==> src/design/tfp_pkg.sv <==
package tfp_pkg;

  // register byte offsets on the bus
  localparam logic [7:0] CTRL_OFFSET     = 8'h00;
  localparam logic [7:0] COUNTER_OFFSET  = 8'h04;
  localparam logic [7:0] COMPARE_A_OFFSET = 8'h08;
  localparam logic [7:0] COMPARE_B_OFFSET = 8'h0C;
  localparam logic [7:0] CAPTURE_OFFSET  = 8'h10;
  localparam logic [7:0] FLAGS_OFFSET    = 8'h14;

  // flag bit positions
  localparam int FLAG_OVERFLOW  = 0;
  localparam int FLAG_COMPARE_A = 1;
  localparam int FLAG_COMPARE_B = 2;
  localparam int FLAG_CAPTURE   = 3;

  // waveform mode codes
  localparam logic [3:0] MODE_PHASE_8   = 4'h1;
  localparam logic [3:0] MODE_PHASE_9   = 4'h2;
  localparam logic [3:0] MODE_PHASE_10  = 4'h3;
  localparam logic [3:0] MODE_FAST_8    = 4'h5;
  localparam logic [3:0] MODE_FAST_9    = 4'h6;
  localparam logic [3:0] MODE_FAST_10   = 4'h7;
  localparam logic [3:0] MODE_PHASE_CAP = 4'hA;
  localparam logic [3:0] MODE_PHASE_OCA = 4'hB;
  localparam logic [3:0] MODE_FAST_CAP  = 4'hE;
  localparam logic [3:0] MODE_FAST_OCA  = 4'hF;

  // fixed top values
  localparam logic [15:0] TOP_8BIT  = 16'h00FF;
  localparam logic [15:0] TOP_9BIT  = 16'h01FF;
  localparam logic [15:0] TOP_10BIT = 16'h03FF;
  localparam logic [15:0] COUNT_MAX = 16'hFFFF;

  // compare output mode codes
  localparam logic [1:0] COM_OFF      = 2'h0;
  localparam logic [1:0] COM_TOGGLE   = 2'h1;
  localparam logic [1:0] COM_NONINV   = 2'h2;
  localparam logic [1:0] COM_INVERTED = 2'h3;

  // clock select codes and prescaler masks
  localparam logic [2:0] CS_DIV1    = 3'h1;
  localparam logic [2:0] CS_DIV8    = 3'h2;
  localparam logic [2:0] CS_DIV64   = 3'h3;
  localparam logic [2:0] CS_DIV256  = 3'h4;
  localparam logic [2:0] CS_DIV1024 = 3'h5;
  localparam logic [9:0] MASK_DIV8    = 10'h007;
  localparam logic [9:0] MASK_DIV64   = 10'h03F;
  localparam logic [9:0] MASK_DIV256  = 10'h0FF;
  localparam logic [9:0] MASK_DIV1024 = 10'h3FF;

  typedef struct packed {
    logic       dir_b;
    logic       dir_a;
    logic [2:0] clock_select;
    logic [1:0] channel_b_output_mode;
    logic [1:0] channel_a_output_mode;
    logic [3:0] waveform_mode_select;
  } tfp_ctrl_type;

  localparam tfp_ctrl_type CTRL_RESET = 13'h0000;
  localparam logic [15:0]  WORD_RESET = 16'h0000;

endpackage

==> src/design/tfp_timer16.sv <==
// Chosen here: the register addresses and the APB slave port.
`timescale 1ns/10ps
`default_nettype none

// Function
// modes 5,6,7,14,15 count up from zero to top, then restart at zero.
// single-slope top is 0x00FF, 0x01FF, 0x03FF, capture top, or compare A.
// single-slope counter at top clears on the next timer tick.
// single-slope non-inverting sets on match, clears at wrap; inverting reversed.
// output mode 2 gives non-inverted, 3 inverted pwm, both families.
// single-slope overflow flag at top; compare A or capture flag same tick.
// compare A writes buffered; active value loads at top with clear and overflow.
// capture top acts at once; writing below count wraps through 0xFFFF first.
// fixed-top modes mask compare write bits above the resolution width.
// compare flag set on each timer tick in the pwm modes when counter equals that channel's compare value.
// compare zero gives one-tick spike per period; compare top a constant level.
// mode 15 with channel A mode 1 toggles A on match, square wave.
// modes 1,2,3 fixed, 10 capture, 11 compare A top, dual-slope counting.
// dual-slope counter holds top exactly one tick before counting down.
// dual-slope non-inverting clears on up match, sets on down; inverting reversed.
// dual-slope overflow at zero; compare A or capture flag at top.
// dual-slope compare registers load buffers at top with the top flag.
// dual-slope compare zero gives constant low, top constant high, non-inverted.
// mode 11 with channel A mode 1 toggles A on each match.
// software keeps top at least 0x0003 and not below compare values.
// compare output reaches the pin only while its direction bit is output.
// counter advances only on prescaler tick, divide 1, 8, 64, 256, 1024.
// output mode 0 leaves the compare output register unchanged on matches.
// reset clears the compare output register.
// flags stay set until software clears them.
module tfp_timer16 #(
  parameter int COUNTER_WIDTH = 16
) (
  input  wire logic        pclk,
  input  wire logic        presetn,
  input  wire logic        psel,
  input  wire logic        penable,
  input  wire logic        pwrite,
  input  wire logic [7:0]  paddr,
  input  wire logic [31:0] pwdata,
  output var  logic [31:0] prdata,
  output var  logic        pready,
  output var  logic        pslverr,
  output var  logic        compare_output_a_pin,
  output var  logic        compare_output_a_oe,
  output var  logic        compare_output_b_pin,
  output var  logic        compare_output_b_oe
);

  if (COUNTER_WIDTH != 16)
  begin : width_check
    $error("tfp_timer16 supports a 16-bit counter only");
  end

  tfp_pkg::tfp_ctrl_type ctrl;
  tfp_pkg::tfp_ctrl_type next_ctrl;
  logic [15:0] counter_value;
  logic [15:0] next_counter_value;
  logic        count_down;
  logic        next_count_down;
  logic [15:0] compare_buf_a;
  logic [15:0] next_compare_buf_a;
  logic [15:0] compare_buf_b;
  logic [15:0] next_compare_buf_b;
  logic [15:0] compare_value_a;
  logic [15:0] next_compare_value_a;
  logic [15:0] compare_value_b;
  logic [15:0] next_compare_value_b;
  logic [15:0] capture_top_register;
  logic [15:0] next_capture_top_register;
  logic [3:0]  flags;
  logic [3:0]  next_flags;
  logic        compare_output_a;
  logic        next_compare_output_a;
  logic        compare_output_b;
  logic        next_compare_output_b;
  logic [9:0]  prescale;
  logic [9:0]  next_prescale;
  logic [31:0] next_prdata;
  logic        next_pready;
  logic        next_pslverr;
  logic        next_pin_a;
  logic        next_pin_b;

  logic        tick;
  logic        single_slope;
  logic        dual_slope;
  logic        fixed_top;
  logic [15:0] top;
  logic        at_top;
  logic        match_a;
  logic        match_b;
  logic        up_phase;
  logic        wr;
  logic        setup;
  logic        mapped;
  logic [15:0] write_mask;
  logic [31:0] read_word;

  // one channel's output action for the current tick
  function automatic logic wave(
    input logic       oc,
    input logic [1:0] com,
    input logic       match,
    input logic       single,
    input logic       wrap,
    input logic       up,
    input logic       toggle_ok
  );
    logic result;
    result = oc;
    if (com == tfp_pkg::COM_TOGGLE)
    begin
      if (toggle_ok && match)
        result = ~oc;  // see R12
    end
    else if (com == tfp_pkg::COM_NONINV || com == tfp_pkg::COM_INVERTED)
    begin
      if (single)
      begin
        // match at top wins over the wrap so compare equal to top stays level
        if (match)
          result = 1'b1;  // see R4
        else if (wrap)
          result = 1'b0;
      end
      else if (match)
      begin
        result = up ? 1'b0 : 1'b1;  // see R15
      end
      if (com == tfp_pkg::COM_INVERTED && (match || (single && wrap)))
        result = ~result;
    end
    return result;
  endfunction

  always_comb
  begin
    single_slope = 1'b0;
    dual_slope   = 1'b0;
    fixed_top    = 1'b0;
    top          = tfp_pkg::COUNT_MAX;
    unique case (ctrl.waveform_mode_select)
      tfp_pkg::MODE_FAST_8, tfp_pkg::MODE_PHASE_8:
      begin
        top       = tfp_pkg::TOP_8BIT;
        fixed_top = 1'b1;
      end
      tfp_pkg::MODE_FAST_9, tfp_pkg::MODE_PHASE_9:
      begin
        top       = tfp_pkg::TOP_9BIT;
        fixed_top = 1'b1;
      end
      tfp_pkg::MODE_FAST_10, tfp_pkg::MODE_PHASE_10:
      begin
        top       = tfp_pkg::TOP_10BIT;
        fixed_top = 1'b1;
      end
      tfp_pkg::MODE_FAST_CAP, tfp_pkg::MODE_PHASE_CAP:
        top = capture_top_register;  // see R8
      tfp_pkg::MODE_FAST_OCA, tfp_pkg::MODE_PHASE_OCA:
        top = compare_value_a;
      default:
        top = tfp_pkg::COUNT_MAX;
    endcase
    unique case (ctrl.waveform_mode_select)
      tfp_pkg::MODE_FAST_8, tfp_pkg::MODE_FAST_9, tfp_pkg::MODE_FAST_10,
      tfp_pkg::MODE_FAST_CAP, tfp_pkg::MODE_FAST_OCA:
        single_slope = 1'b1;
      tfp_pkg::MODE_PHASE_8, tfp_pkg::MODE_PHASE_9, tfp_pkg::MODE_PHASE_10,
      tfp_pkg::MODE_PHASE_CAP, tfp_pkg::MODE_PHASE_OCA:
        dual_slope = 1'b1;
      default:
        single_slope = 1'b0;
    endcase
  end

  // prescaler runs free; each selection taps its own low bits
  always_comb
  begin
    next_prescale = prescale + 10'h001;
    unique case (ctrl.clock_select)
      tfp_pkg::CS_DIV1:    tick = 1'b1;
      tfp_pkg::CS_DIV8:    tick = (prescale & tfp_pkg::MASK_DIV8) == tfp_pkg::MASK_DIV8;
      tfp_pkg::CS_DIV64:   tick = (prescale & tfp_pkg::MASK_DIV64) == tfp_pkg::MASK_DIV64;
      tfp_pkg::CS_DIV256:  tick = (prescale & tfp_pkg::MASK_DIV256) == tfp_pkg::MASK_DIV256;
      tfp_pkg::CS_DIV1024: tick = prescale == tfp_pkg::MASK_DIV1024;
      default:             tick = 1'b0;
    endcase
  end

  always_comb
  begin
    at_top   = counter_value == top;
    match_a  = counter_value == compare_value_a;
    match_b  = counter_value == compare_value_b;
    // bottom counts as rising and top as falling, giving the flat extremes
    up_phase = (counter_value == tfp_pkg::WORD_RESET) || (!count_down && !at_top);
    setup    = psel && !penable;
    wr       = psel && penable && pready && pwrite;
    write_mask = fixed_top ? top : tfp_pkg::COUNT_MAX;

    mapped    = 1'b1;
    read_word = 32'h0000_0000;
    unique case (paddr)
      tfp_pkg::CTRL_OFFSET:      read_word = {19'h00000, ctrl};
      tfp_pkg::COUNTER_OFFSET:   read_word = {16'h0000, counter_value};
      tfp_pkg::COMPARE_A_OFFSET: read_word = {16'h0000, compare_buf_a};
      tfp_pkg::COMPARE_B_OFFSET: read_word = {16'h0000, compare_buf_b};
      tfp_pkg::CAPTURE_OFFSET:   read_word = {16'h0000, capture_top_register};
      tfp_pkg::FLAGS_OFFSET:     read_word = {28'h0000000, flags};
      default:                   mapped = 1'b0;
    endcase

    // zero wait state: ready rises in the first access cycle
    next_pready  = setup;
    next_prdata  = setup ? read_word : 32'h0000_0000;
    next_pslverr = setup && !mapped;

    next_ctrl                 = ctrl;
    next_counter_value        = counter_value;
    next_count_down           = count_down;
    next_compare_buf_a        = compare_buf_a;
    next_compare_buf_b        = compare_buf_b;
    next_compare_value_a      = compare_value_a;
    next_compare_value_b      = compare_value_b;
    next_capture_top_register = capture_top_register;
    next_flags                = flags;
    next_compare_output_a     = compare_output_a;
    next_compare_output_b     = compare_output_b;

    if (wr)
    begin
      unique case (paddr)
        tfp_pkg::CTRL_OFFSET:
          next_ctrl = pwdata[12:0];
        tfp_pkg::COMPARE_A_OFFSET:
          next_compare_buf_a = pwdata[15:0] & write_mask;  // see R7
        tfp_pkg::COMPARE_B_OFFSET:
          next_compare_buf_b = pwdata[15:0] & write_mask;
        tfp_pkg::CAPTURE_OFFSET:
          next_capture_top_register = pwdata[15:0];
        tfp_pkg::FLAGS_OFFSET:
          next_flags = flags & ~pwdata[3:0];
        default:
          next_flags = next_flags;
      endcase
    end

    // outside the pwm modes the buffer is transparent and the counter rests
    if (!single_slope && !dual_slope)
    begin
      next_compare_value_a = next_compare_buf_a;
      next_compare_value_b = next_compare_buf_b;
      next_count_down      = 1'b0;
    end

    if (tick && (single_slope || dual_slope))
    begin
      if (match_a)
        next_flags[tfp_pkg::FLAG_COMPARE_A] = 1'b1;
      if (match_b)
        next_flags[tfp_pkg::FLAG_COMPARE_B] = 1'b1;

      if (single_slope)
      begin
        next_compare_output_a = wave(compare_output_a, ctrl.channel_a_output_mode,
          match_a, 1'b1, at_top, 1'b1,
          ctrl.waveform_mode_select == tfp_pkg::MODE_FAST_OCA);
        next_compare_output_b = wave(compare_output_b, ctrl.channel_b_output_mode,
          match_b, 1'b1, at_top, 1'b1, 1'b0);
        if (at_top)
        begin
          next_counter_value = tfp_pkg::WORD_RESET;
          next_flags[tfp_pkg::FLAG_OVERFLOW] = 1'b1;
          next_compare_value_a = compare_buf_a;
          next_compare_value_b = compare_buf_b;
        end
        else
        begin
          // a top below the count is missed; the sum wraps through the maximum
          next_counter_value = counter_value + 16'h0001;  // see R1
        end
      end
      else
      begin
        next_compare_output_a = wave(compare_output_a, ctrl.channel_a_output_mode,
          match_a, 1'b0, 1'b0, up_phase,
          ctrl.waveform_mode_select == tfp_pkg::MODE_PHASE_OCA);
        next_compare_output_b = wave(compare_output_b, ctrl.channel_b_output_mode,
          match_b, 1'b0, 1'b0, up_phase, 1'b0);
        if (!count_down && at_top)
        begin
          // top was held through this whole tick
          next_count_down      = 1'b1;
          next_counter_value   = counter_value - 16'h0001;
          next_compare_value_a = compare_buf_a;
          next_compare_value_b = compare_buf_b;
        end
        else if (count_down && counter_value == tfp_pkg::WORD_RESET)
        begin
          next_count_down    = 1'b0;
          next_counter_value = 16'h0001;
          next_flags[tfp_pkg::FLAG_OVERFLOW] = 1'b1;
        end
        else if (count_down)
        begin
          next_counter_value = counter_value - 16'h0001;
        end
        else
        begin
          next_counter_value = counter_value + 16'h0001;
        end
      end

      // flag of the register that defines top, shared by both families
      if (at_top && (single_slope || !count_down))
      begin
        if (ctrl.waveform_mode_select == tfp_pkg::MODE_FAST_OCA ||
            ctrl.waveform_mode_select == tfp_pkg::MODE_PHASE_OCA)
          next_flags[tfp_pkg::FLAG_COMPARE_A] = 1'b1;  // see R6
        if (ctrl.waveform_mode_select == tfp_pkg::MODE_FAST_CAP ||
            ctrl.waveform_mode_select == tfp_pkg::MODE_PHASE_CAP)
          next_flags[tfp_pkg::FLAG_CAPTURE] = 1'b1;  // see R6
      end
    end

    // a software write of the count overrides the tick
    if (wr && paddr == tfp_pkg::COUNTER_OFFSET)
      next_counter_value = pwdata[15:0];

    // pin shows the compare output only when an output mode is active
    next_pin_a = (next_ctrl.channel_a_output_mode != tfp_pkg::COM_OFF) &&
                 next_compare_output_a;
    next_pin_b = (next_ctrl.channel_b_output_mode != tfp_pkg::COM_OFF) &&
                 next_compare_output_b;
  end

  always_ff @(posedge pclk or negedge presetn)
  begin
    if (!presetn)
    begin
      ctrl                 <= tfp_pkg::CTRL_RESET;
      counter_value        <= tfp_pkg::WORD_RESET;
      count_down           <= 1'b0;
      compare_buf_a        <= tfp_pkg::WORD_RESET;
      compare_buf_b        <= tfp_pkg::WORD_RESET;
      compare_value_a      <= tfp_pkg::WORD_RESET;
      compare_value_b      <= tfp_pkg::WORD_RESET;
      capture_top_register <= tfp_pkg::WORD_RESET;
      flags                <= 4'h0;
      compare_output_a     <= 1'b0;
      compare_output_b     <= 1'b0;
      prescale             <= 10'h000;
      prdata               <= 32'h0000_0000;
      pready               <= 1'b0;
      pslverr              <= 1'b0;
      compare_output_a_pin <= 1'b0;
      compare_output_a_oe  <= 1'b0;
      compare_output_b_pin <= 1'b0;
      compare_output_b_oe  <= 1'b0;
    end
    else
    begin
      ctrl                 <= next_ctrl;
      counter_value        <= next_counter_value;
      count_down           <= next_count_down;
      compare_buf_a        <= next_compare_buf_a;
      compare_buf_b        <= next_compare_buf_b;
      compare_value_a      <= next_compare_value_a;
      compare_value_b      <= next_compare_value_b;
      capture_top_register <= next_capture_top_register;
      flags                <= next_flags;
      compare_output_a     <= next_compare_output_a;
      compare_output_b     <= next_compare_output_b;
      prescale             <= next_prescale;
      prdata               <= next_prdata;
      pready               <= next_pready;
      pslverr              <= next_pslverr;
      compare_output_a_pin <= next_pin_a;
      compare_output_a_oe  <= next_ctrl.dir_a;
      compare_output_b_pin <= next_pin_b;
      compare_output_b_oe  <= next_ctrl.dir_b;
    end
  end

endmodule

`default_nettype wire

==> config.mk <==
export PLATFORM = sky130hd
export DESIGN_NAME = tfp_timer16
export DESIGN_NICKNAME = d
export VERILOG_FILES = /design/src/design/tfp_pkg.sv /design/src/design/tfp_timer16.sv
export SDC_FILE = /design/constraint.sdc
export NUM_CORES = 1
export LEC_CHECK = 0
export BUFFER_PORTS_ARGS = -buffer_cell sky130_fd_sc_hd__buf_2
export CAP_MARGIN = 0
export CORE_MARGIN = 2
export CORE_UTILIZATION = 36
export CTS_CLUSTER_SIZE = 8
export DETAILED_ROUTE_END_ITERATION = 6
export REMOVE_ABC_BUFFERS = 1
export SYNTH_ARGS = -nofsm -noshare
export SYNTH_HDL_FRONTEND = slang
export SYNTH_SLANG_ARGS = --single-unit
export TNS_END_PERCENT = 20
==> constraint.sdc <==
create_clock -name pclk -period 4.4 [get_ports pclk]
set_clock_uncertainty 0.2 [all_clocks]
set_input_delay 0.44 -clock pclk [delete_from_list [all_inputs] [get_ports pclk]]
set_output_delay 0.44 -clock pclk [all_outputs]
set_load 0.03 [all_outputs]
# After elaboration in Yosys (flattened, before gate mapping)
# Cells that the tools add are included.
# totals
output_inout_bits	38
input_bits	45
regBits	162
wordCells	208
# op_classes
addsub	3
mux	91
n_eq_ne	33
reduce_logical	51
n_bitwise	8
# ops
cell	n
16-bit two-way mux	22
16-bit one-hot mux with 6 select lines	1
16-bit one-hot mux with 5 select lines	1
1-bit two-way mux	60
16-bit == test	3
32-bit two-way mux	1
1-bit logical AND	20
16-bit by 1-bit adder with 16-bit output (second input constant)	1
16-bit AND	1
4-bit == test (second input constant)	4
8-bit by 4-bit == test with 1-bit output (second input constant)	2
8-bit by 5-bit == test with 1-bit output (second input constant)	2
16-bit logical NOT	1
8-bit two-way mux	2
16-bit by 1-bit subtractor with 16-bit output (second input constant)	1
4-bit by 3-bit == test with 1-bit output (second input constant)	3
4-bit two-way mux	3
6-bit OR reduction	2
10-bit by 1-bit adder with 10-bit output (second input constant)	1
10-bit == test (second input constant)	1
2-bit OR reduction	5
5-bit OR reduction	2
3-bit == test (second input constant)	3
1-bit logical OR	9
17 further kinds	35

# Longest topological paths before layout
# logic_depth
depth_word	20
depth_mapped	13
mapped_depth_nobuf	11

# Worst setup path before layout
# OpenSTA, ideal clock, no wires.
# synth_timing
kind	register to register
from	reg counter_value[0]
to	reg counter_value[4]
n_path_buf	1
t_arrival_ns	2.811
setup_time_ns	0.134
synth_period_minus_slack_ns	3.145
required_time_ns	4.066
stages_incl_launch_ff	13
setup_slack_ns	1.255
path_cell_list	dfrtp_1 -> buf_1 -> inv_1 -> ha_1 -> nor3b_1 -> nand3_1 -> nor4_1 -> nand2_1 -> nand2_1 -> a21oi_4 -> a22o_1 -> a21oi_1 -> o31ai_2
# synth_between
elab_chain_cells	7
elab_cells_between_ends	13
cone_classes	add/sub (2); eq/ne (1); mux (7); reduce/logical (3)
# synth_rtl
item	line_no	rtl
from (decl)	tfp_timer16.sv:57	logic [15:0] counter_value;
from (signal assigned)	tfp_timer16.sv:344	counter_value <= tfp_pkg::WORD_RESET;
from (signal assigned)	tfp_timer16.sv:366	counter_value <= next_counter_value;
16-bit by 1-bit adder with 16-bit output (tied with other cells)	tfp_timer16.sv:282, tfp_timer16.sv:312	
16-bit two-way mux / 1-bit logical AND (equally long branches)	tfp_timer16.sv:306, tfp_timer16.sv:300	
16-bit two-way mux	tfp_timer16.sv:300	else if (count_down && counter_value == tfp_pkg::WORD_RESET)
16-bit two-way mux	tfp_timer16.sv:292	if (!count_down && at_top)
16-bit two-way mux (*)	tfp_timer16.sv:265	if (single_slope)
16-bit two-way mux (*)	tfp_timer16.sv:258	if (tick && (single_slope || dual_slope))
16-bit two-way mux (*)	tfp_timer16.sv:329	if (wr && paddr == tfp_pkg::COUNTER_OFFSET)
# Every way passes the cells marked *; elsewhere a longest branch is shown, timed or not. The select of a mux whose other input is x is not followed.
# A chain may end at the register's enable or synchronous reset.

# Worst setup path in the final report
# layout_timing
from	reg ctrl[3] (netlist bit)
to	reg counter_value[15]
# layout_between
elab_chain_cells	9
elab_cells_between_ends	30
cone_classes	eq/ne (11); mux (8); reduce/logical (11)
# layout_rtl
item	line_no	rtl
from (decl)	tfp_timer16.sv:55	tfp_pkg::tfp_ctrl_type ctrl;
from (signal assigned)	tfp_timer16.sv:343	ctrl <= tfp_pkg::CTRL_RESET;
from (signal assigned)	tfp_timer16.sv:365	ctrl <= next_ctrl;
4-bit == test (tied with other cells)	tfp_timer16.sv:143, tfp_timer16.sv:166	
2-bit OR reduction (on tied branches)	n/a	
16-bit one-hot mux with 5 select lines	tfp_timer16.sv:143	unique case (ctrl.waveform_mode_select)
16-bit == test	tfp_timer16.sv:194	at_top = counter_value == top;
1-bit logical AND	tfp_timer16.sv:292	
16-bit two-way mux	tfp_timer16.sv:292	
16-bit two-way mux	tfp_timer16.sv:265	
16-bit two-way mux	tfp_timer16.sv:258	
16-bit two-way mux	tfp_timer16.sv:329	
# Several ways; a longest one is shown, not always the timed one. The select of a mux whose other input is x is not followed.

==> flow_metrics.tcl <==
set metrics [dict create \
    cts.htree.levels 4 \
    drt.antenna.violating_nets 0 \
    final-max-slew-violation-count 0 \
    drc 0 \
    yosys.area.top_type_share_pct 41.70 \
    antenna_found_initial 0 \
    status "finished, final reports clean" \
    chipHeight_um 160.0 \
    critPathMaxStageDelay_ns 0.66 \
    clockBufferDepth 2 \
    numCtsBuffers 17 \
    ir_worst_vdd_v 0.0002116 \
    track_usage_pct 20.89 \
    r2r-start "ctrl[3]" \
    clk_pin_slew_ns 0.07 \
    cp-startpoint "ctrl[3]" \
    whs_ns 0.06963 \
    cp_max_fo 17 \
    portBuffers 50 \
    required_ns 4.50 \
    syn_avg_cell_area_um2 9.243 \
    ctsHoldBuffers 2 \
    path_depth 9 \
    fp.coreArea_um2 24110 \
    ys_top_cells_by_area "dfrtp_1, mux2i_1, mux2_2" \
    viasPerCell 5.494 \
    dp_cells 1279 \
    syn2layout_area_growth_pct 13.35 \
    synth-seq-cells 146 \
    grt_overflow_total 0 \
    cp_slowest_cell "nor2b_1" \
    layout.nets 1025 \
    rr_endpoint "counter_value[15]" \
    clk_latency_ns 0.43 \
    path_cells "nor2b_1 > o221a_2 > o22ai_1 > a2111o_1 > or4_1 > buf_4 > nand2_2 > a21oi_1 > a221o_1" \
    hold_path.class "input port to flip-flop" \
    multiInputGateArea_um2 4708 \
    ys_warn_count 0 \
    slew_headroom_pct 29.00 \
    clock_sinks 146 \
    seqCellArea_um2 3654 \
    synth_cells 948 \
    std_cell_rows 57 \
    dr.first_iter.drc_count 485 \
    netlist_area_um2 8762 \
    p_leak_nw 4.535 \
    finalCritPeriodShare_pct 87.37 \
    cts_post_setup_buffers_inserted 0 \
    p_seq_share_pct 45.8 \
    drive_above_1_share_pct 18.81 \
    p_sw_share_pct 24.36 \
    final_cell_count_no_fill 1313 \
    worst_pin_slew_ns 1.054 \
    cts_root_buf "clkbuf_16" \
    hold_violations 0 \
    n_antenna_cell 0 \
    cpLargestDelayFamily "compound AO/OA/AOI/OAI gates" \
    fin_crit_ns 3.844 \
    fill_cells 2434 \
    endpoint_kind "flip-flop" \
    setup-violations-final 0 \
    p_total_mw 2.959 \
    cts_tree "done" \
    startpoint_type "flip-flop" \
    first_global_vias 7074 \
    power_switching_mw 0.7209 \
    dp_hpwl_mm 17.62 \
    synth_edf_count 0 \
    yosysSeqAreaShare_pct 41.70 \
    ff2ff_setup_slack_ns 0.56 \
    maxCapViolCount 0 \
    die_w_um 160.0 \
    dieArea_um2 25600 \
    routedWlPerCell_um 19.71 \
    routed_wl_mm 25.88 \
    max_clock_freq_ghz 0.2601 \
    post-synth-top-count-cell "dfrtp_1" \
    dr.pass1.iters 5 \
    clockPowerShare_pct 49.6 \
    synth_common_cells "dfrtp_1, nand2_1, o21ai_0, nor2_1, mux2i_1" \
    synthArstFlopShare_pct 100.0 \
    setup-tns-final_ns 0 \
    crit_buf_inv 1 \
    path_class "flip-flop to flip-flop" \
    gp_congestion 0.9670 \
    yosys.area.top_type "dfrtp_1" \
    grt_setup_unrepaired "false" \
    grt_pass1_wl_mm 41.32 \
    endpoint "counter_value[15]" \
    power_density_nw_per_um2 297.9 \
    internal_power_mw 2.238 \
    vias 7213 \
    p_comb_share_pct 4.6 \
    synth_flop_cell "dfrtp_1" \
    boundaryPins 83 \
    arrival_ns 3.95 \
    grt_max_degree 94 \
    synth_cell_types 75 \
    cts_resized 0 \
    reg2regPathDepth 9 \
    initial_core_util_pct 36.35 \
]
worst min path at each step:
stage / cells after the start / to / startpoint
floorplan: 0 / capture_top_register[0] / presetn
global placement: 1 / prescale[9] / prescale[9]
detailed placement: 1 / prescale[9] / prescale[9]
CTS: 3 / counter_value[12] / pwdata[12]
global route: 2 / pready / psel
finish: 3 / counter_value[12] / pwdata[12]
sequential cells by signal (all words and copies together) (netlist names), 4 cells and up:
name,count
ctrl,13
counter_value,16
prescale,10
capture_top_register,16
compare_value_b,16
compare_buf_b,16
prdata,16
flags,4
compare_value_a,16
compare_buf_a,16
per-stage QoR:
| stage | setup slack (ns) | utilization, % | instance area, um^2 |
|---|---|---|---|
| after floorplan | -1.463 | - | 8386 |
| after global placement | 0.6864 | 38.65 | 9318 |
| after detailed placement | 0.6261 | 38.65 | 9318 |
| after CTS | 0.6075 | 41.20 | 9932 |
| after global routing | 0.3737 | 41.20 | 9932 |
| final | 0.5556 | 41.20 | 9932 |
final cells by class:
cell class / count / share of cell area (%)
multi-input cells: 712 / 47.40
flip-flops and latches: 146 / 36.79
repair buffers: 80 / 5.026
clock buffers: 18 / 4.422
well taps: 324 / 4.082
clock inverters: 14 / 1.562
inverters: 19 / 0.7181
layout by cell type, fill, tap and decap left out, drive strengths merged, types with 7 or more instances in the layout:
cell type | netlist | routed
and3 | 12 | 12
a22oi | 14 | 14
xnor2 | 39 | 39
nor4 | 12 | 12
nor3 | 23 | 23
conb | 1 | 16
o31ai | 7 | 7
clkbuf | 42 | 18
nor2 | 70 | 70
xor2 | 20 | 20
nand3 | 26 | 26
nand2 | 119 | 119
mux2 | 48 | 48
o21ai | 86 | 86
a21oi | 37 | 37
buf | 44 | 78
dfrtp | 146 | 146
a211oi | 13 | 13
mux2i | 61 | 61
inv | 18 | 21
nand4 | 10 | 10
logic make-up after synthesis:
kind of cell | share of synthesized area, %
other | 0.04280
DFF | 41.70
and+or+nand+nor | 16.15
buffers and inverters | 5.755
AOI/OAI and AO/OA | 16.56
adders and majority gates | 0.5712
xor gates and xnor gates | 5.898
muxes | 13.32
power by group through the flow:
stage | Clock [mW] | Combinational, mW | Sequential [mW]
global route | 1.56 | 0.148 | 1.36
finish | 1.47 | 0.135 | 1.36
global placement | 0 | 0.135 | 1.38
floorplan | 0 | 0.0506 | 1.38
CTS | 1.49 | 0.137 | 1.36
detailed placement | 0 | 0.136 | 1.38
layer usage:
metal  track usage [%]  vias up  part of all wire [%]
met4             7.166        0                   2.5
li1                  -     3416                     -
met3             4.234       38                   5.7
met1             29.00     3534                    46
met5                 0        -                     0
met2             32.61      225                    45
worst min-delay path: stages:
cell     delay (ns)
buf_2          0.12
nand2_1        0.06
o31ai_1        0.05
(Power assumes the default switching activity.)
